==> config.mk <==
export PLATFORM = sky130hd
export DESIGN_NAME = pif_flag_bank
export DESIGN_NICKNAME = d
export VERILOG_FILES = /design/src/design/pif_pkg.sv /design/src/design/pif_flag_bank.sv
export SDC_FILE = /design/constraint.sdc
export NUM_CORES = 1
export LEC_CHECK = 0
export ABC_AREA = 1
export BUFFER_PORTS_ARGS = -buffer_cell sky130_fd_sc_hd__buf_2
export CORE_MARGIN = 2
export CORE_UTILIZATION = 49
export CTS_BUF_LIST = sky130_fd_sc_hd__clkbuf_4 sky130_fd_sc_hd__clkbuf_8
export DETAILED_ROUTE_END_ITERATION = 10
export GPL_ROUTABILITY_DRIVEN = 0
export PLACE_DENSITY = 0.85
export SLEW_MARGIN = 30
export SYNTH_ARGS = -nofsm -noshare
export SYNTH_HDL_FRONTEND = slang
export SYNTH_SLANG_ARGS = --single-unit
==> constraint.sdc <==
create_clock -name sys_clk -period 4.12 [get_ports sys_clk]
set_clock_uncertainty 0.15 [all_clocks]
set_input_delay 0.824 -clock sys_clk [delete_from_list [all_inputs] [get_ports sys_clk]]
set_output_delay 0.824 -clock sys_clk [all_outputs]
set_load 0.02 [all_outputs]
==> src/design/pif_pkg.sv <==
package pif_pkg;

    // ********************************
    // bus and map
    // ********************************
    localparam int          ADDR_W     = 8;
    localparam int          NUM_BANK   = 9;
    localparam logic [5:0]  IDX_CTRL   = 6'h00;
    localparam logic [5:0]  IDX_EN0    = 6'h01;
    localparam logic [5:0]  IDX_REQ0   = 6'h0A;
    localparam logic [5:0]  IDX_LAST   = 6'h12;
    localparam logic [1:0]  RESP_OKAY  = 2'b00;
    localparam logic [1:0]  RESP_SLV   = 2'b10;
    localparam logic [31:0] RDATA_ZERO = 32'h0000_0000;

    // ********************************
    // field layout
    // ********************************
    localparam int BIT_GIE   = 7;
    localparam int BIT_PERIPHERAL_IRQ_GATE  = 6;
    localparam int BIT_EDGE  = 0;
    localparam int BIT_IOC   = 4;
    localparam int R_PIN     = 0;
    localparam int R_SER     = 3;
    localparam int R_TIM     = 4;
    localparam int R_CLC     = 5;
    localparam int R_REC     = 6;
    localparam int R_MEM     = 7;
    localparam int R_DSP     = 8;
    localparam int B_T4      = 3;
    localparam int B_T2      = 1;
    localparam int B_T1      = 0;
    localparam int B_CLC1    = 4;
    localparam int B_GATE    = 0;
    localparam int B_CR      = 7;
    localparam int B_CCP1    = 0;
    localparam int B_NVM     = 5;
    localparam int B_CWG     = 0;
    localparam int B_LCD     = 7;
    localparam int B_RTC     = 6;
    localparam int B_PWA     = 2;
    localparam int B_PRA     = 1;
    localparam int B_SMT     = 0;

    localparam logic [7:0] CTRL_MASK = 8'hC1;
    localparam logic [7:0] CTRL_RST  = 8'h00;
    localparam logic [7:0] FLAG_RST  = 8'h00;
    // index 8 first, index 0 last
    localparam logic [8:0][7:0] EN_MASK = {
        8'hC7, 8'h21, 8'h83, 8'hF1, 8'h0B,
        8'hF3, 8'h43, 8'hC3, 8'h31};
    // read-only live bits excluded from the stored flags
    localparam logic [8:0][7:0] REQ_MASK = {
        8'hC7, 8'h21, 8'h83, 8'hF1, 8'h0B,
        8'h03, 8'h43, 8'hC3, 8'h21};

    typedef enum logic [1:0] {
        PIF_CAPTURE = 2'b00,
        PIF_COMPARE = 2'b01,
        PIF_PWM     = 2'b11
    } pif_ccp_mode_t;

    typedef struct packed {
        pif_ccp_mode_t mode;
        logic          capture;
        logic          match;
        logic          trail;
    } pif_ccp_t;

    typedef struct packed {
        logic       tmr0_ovf;
        logic       osc_fail;
        logic       clk_switch;
        logic       adc_thresh;
        logic       adc_done;
        logic       zcd;
        logic       cmp2;
        logic       cmp1;
        logic       bus_coll;
        logic       ssp;
        logic       tmr4_post_ovf;
        logic       tmr4_match;
        logic       tmr4_ratio_one;
        logic       tmr2_post_ovf;
        logic       tmr2_match;
        logic       tmr2_ratio_one;
        logic       tmr1_ovf;
        logic [3:0] clc_out;
        logic       tmr1_gate;
        logic       cr_event;
        pif_ccp_t   ccp2;
        pif_ccp_t   ccp1;
        logic       nvm_done;
        logic       cwg_shutdown;
        logic       lcd_event;
        logic       rtc_event;
        logic       smt_pw_acq;
        logic       smt_pr_acq;
        logic       smt_ovf;
    } pif_evt_t;

    typedef struct packed {
        logic [7:0]        ctrl;
        logic [8:0][7:0]   en;
        logic [8:0][7:0]   req;
        logic              ext_sync1;
        logic              ext_sync2;
        logic              ext_prev;
        logic              gate_prev;
        logic              aw_got;
        logic [ADDR_W-1:0] aw_addr;
        logic              w_got;
        logic [7:0]        w_byte;
        logic              w_lane0;
        logic              bvalid;
        logic [1:0]        bresp;
        logic              rvalid;
        logic [31:0]       rdata;
        logic [1:0]        rresp;
        logic              irq;
    } pif_state_t;

endpackage

==> src/design/pif_flag_bank.sv <==
`timescale 1ns/1ps
module pif_flag_bank
    import pif_pkg::*;
(
    input  wire logic                      sys_clk,
    input  wire logic                      reset_n,
    input  wire logic [pif_pkg::ADDR_W-1:0] s_axi_awaddr,
    input  wire logic                      s_axi_awvalid,
    output logic                           s_axi_awready,
    input  wire logic [31:0]               s_axi_wdata,
    input  wire logic [3:0]                s_axi_wstrb,
    input  wire logic                      s_axi_wvalid,
    output logic                           s_axi_wready,
    output logic [1:0]                     s_axi_bresp,
    output logic                           s_axi_bvalid,
    input  wire logic                      s_axi_bready,
    input  wire logic [pif_pkg::ADDR_W-1:0] s_axi_araddr,
    input  wire logic                      s_axi_arvalid,
    output logic                           s_axi_arready,
    output logic [31:0]                    s_axi_rdata,
    output logic [1:0]                     s_axi_rresp,
    output logic                           s_axi_rvalid,
    input  wire logic                      s_axi_rready,
    input  wire pif_pkg::pif_evt_t         evt,
    input  wire logic                      ext_int_pin,
    input  wire logic [4:0]                pin_change_flags,
    input  wire logic [3:0]                serial_flags,
    output logic                           irq_request
);
    import pif_pkg::*;

    pif_state_t      st_reg;
    pif_state_t      st_next;
    logic [8:0][7:0] hw_set;
    logic [8:0][7:0] view;
    logic [8:0]      bank_hit;
    logic            ext_edge;
    logic            gate_fell;
    logic            t4_set;
    logic            t2_set;
    logic            ccp1_set;
    logic            ccp2_set;
    logic [5:0]      wr_idx;
    logic [5:0]      rd_idx;
    logic            wr_fire;
    logic            wr_ok;
    logic            rd_ok;

    // ********************************
    // event decode
    // ********************************
    // external edge polarity: 1 rising, 0 falling
    assign ext_edge = st_reg.ctrl[BIT_EDGE]
                    ? (st_reg.ext_sync2 & ~st_reg.ext_prev)
                    : (~st_reg.ext_sync2 & st_reg.ext_prev);
    assign gate_fell = st_reg.gate_prev & ~evt.tmr1_gate;
    assign t4_set = evt.tmr4_post_ovf
                  | (evt.tmr4_match & evt.tmr4_ratio_one);
    assign t2_set = evt.tmr2_post_ovf
                  | (evt.tmr2_match & evt.tmr2_ratio_one);

    function automatic logic ccp_hit(input pif_ccp_t c);
        logic hit;
        hit = 1'b0;
        case (c.mode)
            PIF_CAPTURE: hit = c.capture;
            PIF_COMPARE: hit = c.match;
            PIF_PWM:     hit = c.trail;
            default:     hit = 1'b0;
        endcase
        return hit;
    endfunction

    assign ccp1_set = ccp_hit(evt.ccp1);
    assign ccp2_set = ccp_hit(evt.ccp2);

    assign hw_set[0] = {2'b00, evt.tmr0_ovf, 4'h0, ext_edge};
    assign hw_set[1] = {evt.osc_fail, evt.clk_switch, 4'h0,
                        evt.adc_thresh, evt.adc_done};
    assign hw_set[2] = {1'b0, evt.zcd, 4'h0, evt.cmp2, evt.cmp1};
    assign hw_set[3] = {6'h00, evt.bus_coll, evt.ssp};
    assign hw_set[4] = {4'h0, t4_set, 1'b0, t2_set, evt.tmr1_ovf};
    assign hw_set[5] = {evt.clc_out, 3'b000, gate_fell};
    assign hw_set[6] = {evt.cr_event, 5'h00, ccp2_set, ccp1_set};
    assign hw_set[7] = {2'b00, evt.nvm_done, 4'h0,
                        evt.cwg_shutdown};
    assign hw_set[8] = {evt.lcd_event, evt.rtc_event, 3'b000,
                        evt.smt_pw_acq, evt.smt_pr_acq, evt.smt_ovf};

    // ********************************
    // flag view and request gating
    // ********************************
    genvar gi;
    generate
        for (gi = 0; gi < NUM_BANK; gi++) begin : g_bank
            if (gi == R_PIN) begin : g_pin
                assign view[gi] = st_reg.req[gi]
                    | ({7'h00, |pin_change_flags} << BIT_IOC);
            end else if (gi == R_SER) begin : g_ser
                assign view[gi] = st_reg.req[gi]
                    | {serial_flags, 4'h0};
            end else begin : g_plain
                assign view[gi] = st_reg.req[gi];
            end
            assign bank_hit[gi] = |(view[gi] & st_reg.en[gi]);
        end
    endgenerate

    // ********************************
    // bus decode
    // ********************************
    assign wr_idx  = st_reg.aw_addr[ADDR_W-1:2];
    assign rd_idx  = s_axi_araddr[ADDR_W-1:2];
    assign wr_fire = st_reg.aw_got & st_reg.w_got;
    assign wr_ok   = (wr_idx <= IDX_LAST)
                   & (st_reg.aw_addr[1:0] == 2'b00);
    assign rd_ok   = (rd_idx <= IDX_LAST)
                   & (s_axi_araddr[1:0] == 2'b00);

    assign s_axi_awready = ~st_reg.aw_got & ~st_reg.bvalid;
    assign s_axi_wready  = ~st_reg.w_got & ~st_reg.bvalid;
    assign s_axi_bvalid  = st_reg.bvalid;
    assign s_axi_bresp   = st_reg.bresp;
    assign s_axi_arready = ~st_reg.rvalid;
    assign s_axi_rvalid  = st_reg.rvalid;
    assign s_axi_rdata   = st_reg.rdata;
    assign s_axi_rresp   = st_reg.rresp;
    assign irq_request   = st_reg.irq;

    // ********************************
    // next state
    // ********************************
    always_comb begin
        st_next = st_reg;
        // synchroniser: first stage feeds only the second
        st_next.ext_sync1 = ext_int_pin;
        st_next.ext_sync2 = st_reg.ext_sync1;
        st_next.ext_prev  = st_reg.ext_sync2;
        st_next.gate_prev = evt.tmr1_gate;

        if (s_axi_awvalid && s_axi_awready) begin
            st_next.aw_got  = 1'b1;
            st_next.aw_addr = s_axi_awaddr;
        end
        if (s_axi_wvalid && s_axi_wready) begin
            st_next.w_got   = 1'b1;
            st_next.w_byte  = s_axi_wdata[7:0];
            st_next.w_lane0 = s_axi_wstrb[0];
        end
        if (st_reg.bvalid && s_axi_bready) begin
            st_next.bvalid = 1'b0;
        end

        if (wr_fire) begin
            st_next.aw_got = 1'b0;
            st_next.w_got  = 1'b0;
            st_next.bvalid = 1'b1;
            st_next.bresp  = wr_ok ? RESP_OKAY : RESP_SLV;
            if (wr_ok && st_reg.w_lane0) begin
                // control bits 7, 6 and 0
                if (wr_idx == IDX_CTRL) begin
                    st_next.ctrl = st_reg.w_byte & CTRL_MASK;
                end
                for (int i = 0; i < NUM_BANK; i++) begin
                    if (wr_idx == 6'(IDX_EN0 + i)) begin
                        st_next.en[i] = st_reg.w_byte & EN_MASK[i];
                    end
                    if (wr_idx == 6'(IDX_REQ0 + i)) begin
                        st_next.req[i] =
                            (st_reg.req[i] & ~REQ_MASK[i])
                            | (st_reg.w_byte & REQ_MASK[i]);
                    end
                end
            end
        end

        // no enable term in the set
        // set after the write so a same-cycle event wins
        for (int i = 0; i < NUM_BANK; i++) begin
            st_next.req[i] = st_next.req[i]
                           | (hw_set[i] & REQ_MASK[i]);
        end

        if (st_reg.rvalid && s_axi_rready) begin
            st_next.rvalid = 1'b0;
        end
        if (s_axi_arvalid && !st_reg.rvalid) begin
            st_next.rvalid = 1'b1;
            st_next.rresp  = rd_ok ? RESP_OKAY : RESP_SLV;
            st_next.rdata  = RDATA_ZERO;
            // upper bits and gaps read zero
            if (rd_ok && rd_idx == IDX_CTRL) begin
                st_next.rdata[7:0] = st_reg.ctrl;
            end
            for (int i = 0; i < NUM_BANK; i++) begin
                if (rd_ok && rd_idx == 6'(IDX_EN0 + i)) begin
                    st_next.rdata[7:0] = st_reg.en[i];
                end
                if (rd_ok && rd_idx == 6'(IDX_REQ0 + i)) begin
                    st_next.rdata[7:0] = view[i];
                end
            end
        end

        st_next.irq = st_reg.ctrl[BIT_GIE]
            & (bank_hit[0]
               | (st_reg.ctrl[BIT_PERIPHERAL_IRQ_GATE] & |bank_hit[8:1]));
    end

    always_ff @(posedge sys_clk or negedge reset_n) begin
        if (!reset_n) begin
            st_reg         <= '0;
            st_reg.ctrl    <= CTRL_RST;
            st_reg.req     <= {NUM_BANK{FLAG_RST}};
            st_reg.bresp   <= RESP_OKAY;
            st_reg.rresp   <= RESP_OKAY;
            st_reg.rdata   <= RDATA_ZERO;
        end else begin
            st_reg <= st_next;
        end
    end
endmodule

==> results of run 1 <==
worst max-delay path, delay by kind of cell:
kind	cells	cell delay [ns]
buffers and inverters	2	0.21
AND/OR/NAND/NOR	13	2.07
AO/OA/AOI/OAI	2	0.23
where the power goes:
| part | switching (uW) | internal [uW] |
|---|---|---|
| logic | 433 | 142 |
| clock network | 389 | 232 |
| registers | 85.9 | 1110 |
| total | 909 | 1480 |
worst max path at each step:
stage / startpoint / to / slack [ns] / cells past startpoint
after global placement: s_axi_araddr[4] / s_axi_rdata[7] / 0.66 / 17
final: s_axi_araddr[4] / s_axi_rdata[7] / 0.91 / 17
after floorplan: s_axi_araddr[6] / s_axi_rdata[0] / 1.55 / 13
after global routing: s_axi_araddr[4] / s_axi_rdata[7] / 0.63 / 17
after detailed placement: s_axi_araddr[4] / s_axi_rdata[7] / 0.62 / 17
after CTS: s_axi_araddr[4] / s_axi_rdata[7] / 0.98 / 17
kinds of logic after synthesis:
logic type	count (synthesis)	synth area share, %
DFF	102	46.6
muxes	3	0.617
other	1	0.0685
AOI/OAI and AO/OA	148	15.3
and+or+nand+nor	317	25.6
buffers and inverters	131	11.8
through the flow:
step | utilization, % | cells | setup slack, ns | power, uW
final | 56.2 | 937 | 0.909 | 2390
after detailed placement | 54.4 | 921 | 0.622 | 1780
after global placement | 54.4 | 921 | 0.658 | 1760
after CTS | 56.2 | 937 | 0.980 | 2390
after global routing | 56.2 | 937 | 0.634 | 2520
after floorplan | - | 727 | 1.55 | 1590
layout make-up:
cell class	instances	area (sq um)	area share (%)
multi-input combinational	494	2370	38.7
timing repair buffer	99	507	8.28
inverter	86	324	5.30
tap	140	175	2.86
clock inverter	7	67.6	1.10
sequential	102	2550	41.7
clock buffer	9	124	2.02
cell usage in the layout (no fill, tap or decap), types with 2 or more instances in the layout:
cell type     n
mux2_2        3
nor2_2        3
o211ai_1      2
nor3_1       13
nand4_1      10
clkbuf_8      9
a221oi_1      5
or2_2         5
buf_2        96
clkinv_1      2
o22ai_1       3
o21ai_0      70
o21ai_1       9
inv_2         3
clkinvlp_4    3
nand2_1     176
a211o_1       7
nand4_2       3
buf_4         2
dfrtp_1     102
a21oi_1      43
o2111ai_1     2
a31oi_1       2
inv_1        80
nand2_2       3
nor2_1       64
conb_1       26
nand3_1      29
nor4_1        3
routing by layer:
layer	vias up	global-route usage, %	part of all wire, %	routed length (um)
met5	-	0	0	0
met4	0	8.77	2.5	340
met3	30	4.21	6.3	858
met2	201	37.1	46	6230
met1	2360	34.1	46	6230
li1	2423	-	-	-
==> flow_summary.ini, run 1 <==
[die]
core_region_area_sq_mm = 0.0109
initial_core_util_pct = 50.3
io-pin-count = 151
die-area_sq_mm = 0.0120
die_width_um = 110
die_y_um = 110
std_cell_rows = 38

[worst_setup_path]
r2r_end = st_reg[70]
critPathRequiredTime_ns = 4.26
worstPathCellList = buf_2, inv_1, nand2_1, nor2_1, nand2_1, nand3_1, nand2_1, nor2_1, nand2_1, nand4_1, nor2_1, o22ai_1, nand3_1, nor2_1, o21bai_1, nand2_1, nand2_1
cp-start-kind = input port
crit_top_cell = nand2_1
reg2regPathDepth = 9
arrival_ns = 3.35
cpPeakStageDelay_ns = 0.49
path_max_fanout = 15
rrSetupSlack_ns = 1.36
crit_slowest_cell = nand3_1
r2r-start = st_reg[53]
critPathKind = input port to flop
endpoint_kind = flop

[detailed_routing]
routedWlPerCell_um = 14.6
drtIter0Drc = 405
vias = 5014
wl_um = 13700
first_pass_iters = 5
postRouteAntennaNets = 0
post-route-drc-count = 0
routed_via_density = 5.35

[sta]
period_share_pct = 77.9
max_freq_ghz = 0.311
final-hold-violation-count = 0
min_period_ns = 3.21
report.final.slew_viol_count = 0
fin_hold_ws_ns = 0.207
maxSlewHeadroom_pct = 41.0
fin_setup_tns_ns = 0
rsz0062_at_grt = no
worstMarginPinSlew_ns = 0.876
setup_viol = 0

[global_route]
grtUsageTotal_pct = 24.0
grt_max_degree = 82
grt_pass1_wl_um = 22000
grt-ovfl-total = 0
grt_pass1_vias = 4539
antenna_found_initial = 0

[finish]
drive_gt1_share_pct = 17.9
nets = 901
largest_reg_flops = 87
final_area_sq_mm = 0.00612
syn_to_final_growth_pct = 11.8
fillers = 1036
insertedDiodeCount = 0

[logic_synthesis]
synth-async-reset-ratio_pct = 100
syn_inst = 702
synth_edf_count = 0
yosysMostFrequentCell = nand2_1
synth-seq-area-share_pct = 46.6
synth_warnings = 0
synth_area_sq_mm = 0.00547
yosysTopAreaCell = dfrtp_1
synth_cell_types = 43
ys.flop_type = dfrtp_1
yosys-top-cells-count = 176 x nand2_1, 102 x dfrtp_1, 80 x inv_1
synth_area_leaders = dfrtp_1 47%, nand2_1 12%, o21ai_0 6.4%, inv_1 5.5%, buf_4 4.9%
syn_area_per_cell_sq_um = 7.80
ys_seq_elements = 102
netlist.area_leader.share_pct = 46.6

[cts]
clk_latency_ns = 0.39
clk_path_buf_depth = 2
path_clk_slew_ns = 0.11
h-tree-depth = 3
cts.sinks = 102
cts_setup_buffers = 0
ctsResizeCount = 0
cts_tree = yes
root_buffer = clkbuf_8
cts_buffers = 9
cts_hold_buffers = 0

[placed_design]
placed_area_sq_mm = 0.00593
post-dp-hpwl_um = 10400
io_buffers = 97

[power_and_ir_drop]
ir_drop_mv = 0.291
powerDensity_mw_per_mm2 = 390
p_leak_uw = 0.00303

[worst_hold_path]
holdPathStages = 0
hold_path_end = st_next[59]
min_from = st_next[60]
hold_class = flop to flop

[job]
drv_cap = 0

[status]
status = completed
(Power assumes the default switching activity.)
==> inputs of run 2 (changes only) <==
clock period = 3.2 ns   (was 4.12 ns; I/O delays follow)
==> run 2 against run 1 <==
Net effect:
- flip-flop and latch count unchanged
- final cell count rose by 0.53%
- critical path depth decreased by 7
- total power grew 28%
- critical endpoint is now st_reg[77]
==> flow_summary.ini, run 2 (synthesis gave the netlist of run 1 again) <==
[status]
status = completed

[global_route]
grt_pass1_vias = 4545
grt_pass1_wl_um = 21900
grt_max_degree = 43
antenna_found_initial = 0
grt-ovfl-total = 0
grtUsageTotal_pct = 23.9

[cts]
cts_buffers = 9
cts_setup_buffers = 0
ctsResizeCount = 0
clk_latency_ns = 0.37
cts_tree = yes
path_clk_slew_ns = 0.10
root_buffer = clkbuf_8
clk_path_buf_depth = 2
cts.sinks = 102
cts_hold_buffers = 0
h-tree-depth = 3

[power_and_ir_drop]
ir_drop_mv = 0.476
powerDensity_mw_per_mm2 = 496
p_leak_uw = 0.00308

[sta]
fin_setup_tns_ns = 0
final-hold-violation-count = 0
maxSlewHeadroom_pct = 57.0
rsz0062_at_grt = no
worstMarginPinSlew_ns = 0.640
period_share_pct = 80.2
fin_ws_ns = 0.634
min_period_ns = 2.57
setup_viol = 0
report.final.slew_viol_count = 0
max_freq_ghz = 0.390

[worst_setup_path]
cp-start-kind = flop
path_max_fanout = 11
r2r_end = st_reg[77]
critPathKind = flop to flop
critPathRequiredTime_ns = 3.31
critPathBufInv = 4
arrival_ns = 2.68
crit_slowest_cell = dfrtp_1
r2r-start = st_reg[52]
crit_top_cell = inv_2
reg2regPathDepth = 10
cpPeakStageDelay_ns = 0.53
rrSetupSlack_ns = 0.63
endpoint_kind = flop
crit_family = simple AND/OR/NAND/NOR gates
worstPathCellList = inv_2, nor2_2, inv_2, nor2_1, inv_2, a311oi_4, nand2_4, clkinv_2, nand4_2, a211o_1

[finish]
layout_commonest_cell = nand2_1
largest_reg_flops = 87
final_area_sq_mm = 0.00617
syn_to_final_growth_pct = 12.7
nets = 907
drive_gt1_share_pct = 18.5
final_cell_mix = 176 x nand2_1, 102 x dfrtp_1, 96 x buf_2, 80 x inv_1, 70 x o21ai_0
insertedDiodeCount = 0

[detailed_routing]
postRouteAntennaNets = 0
vias = 4922
post-route-drc-count = 0
drtIter0Drc = 364
routed_via_density = 5.23
first_pass_iters = 5
routedWlPerCell_um = 14.4
wl_um = 13600

[placed_design]
placed_area_sq_mm = 0.00598
io_buffers = 97
post-dp-hpwl_um = 10400
pre_cts_ws_ns = 0.327

[die]
io-pin-count = 151
die_width_um = 110
die-area_sq_mm = 0.0120
core_region_area_sq_mm = 0.0109
std_cell_rows = 38
initial_core_util_pct = 50.3
die_y_um = 110

[job]
drv_cap = 0

[worst_hold_path]
hold_class = input port to asynchronous set/reset pin
## run 2: cell types whose count changed in the layout (fill, tap and decap cells not counted), sizes merged
cell      delta
buf          +6
clkbuf       +3
clkinv       -1
clkinvlp     -3
## run 2: stage by stage
| step | utilization [%] | hold slack [ns] | cells | power [uW] |
|---|---|---|---|---|
| after global placement | 54.9 | 0.182 | 927 | 2290 |
| after detailed placement | 54.9 | 0.186 | 927 | 2310 |
| after global routing | 56.6 | 0.112 | 942 | 3240 |
| after floorplan | - | 0.181 | 727 | 2050 |
| final | 56.6 | 0.0887 | 942 | 3060 |
| after CTS | 56.6 | 0.0977 | 942 | 3080 |
## run 2: area by class of cell
cell class                 instances  area, sq um
fill                            1008         4720
clock buffer                      12          159
tap                              140          175
inverter                          86          324
clock inverter                     3         26.3
timing repair buffer             105          561
multi-input combinational        494         2370
sequential                       102         2550
## run 2: how the worst max path moves through the flow
stage | slack, ns | endpoint | cells after the start | from
global placement | 0.32 | s_axi_rdata[7] | 17 | s_axi_araddr[4]
CTS | 0.62 | st_reg[77] | 10 | st_reg[52]
detailed placement | 0.33 | s_axi_rdata[7] | 17 | s_axi_araddr[4]
global route | 0.33 | s_axi_rdata[1] | 20 | s_axi_araddr[4]
floorplan | 0.82 | s_axi_rdata[0] | 13 | s_axi_araddr[6]
finish | 0.63 | st_reg[77] | 10 | st_reg[52]
## run 2: metal layers
metal	share of wire (%)	GRT usage, %	up-vias
li1	-	-	2432
met3	7.6	6.05	27
met5	0	0	-
met4	2.8	8.23	0
met2	46	37.9	183
met1	44	32.0	2280
## run 2: power by group
part           switching (uW)  internal [uW]
Combinational             558            193
Sequential                111           1420
Clock                     438            338
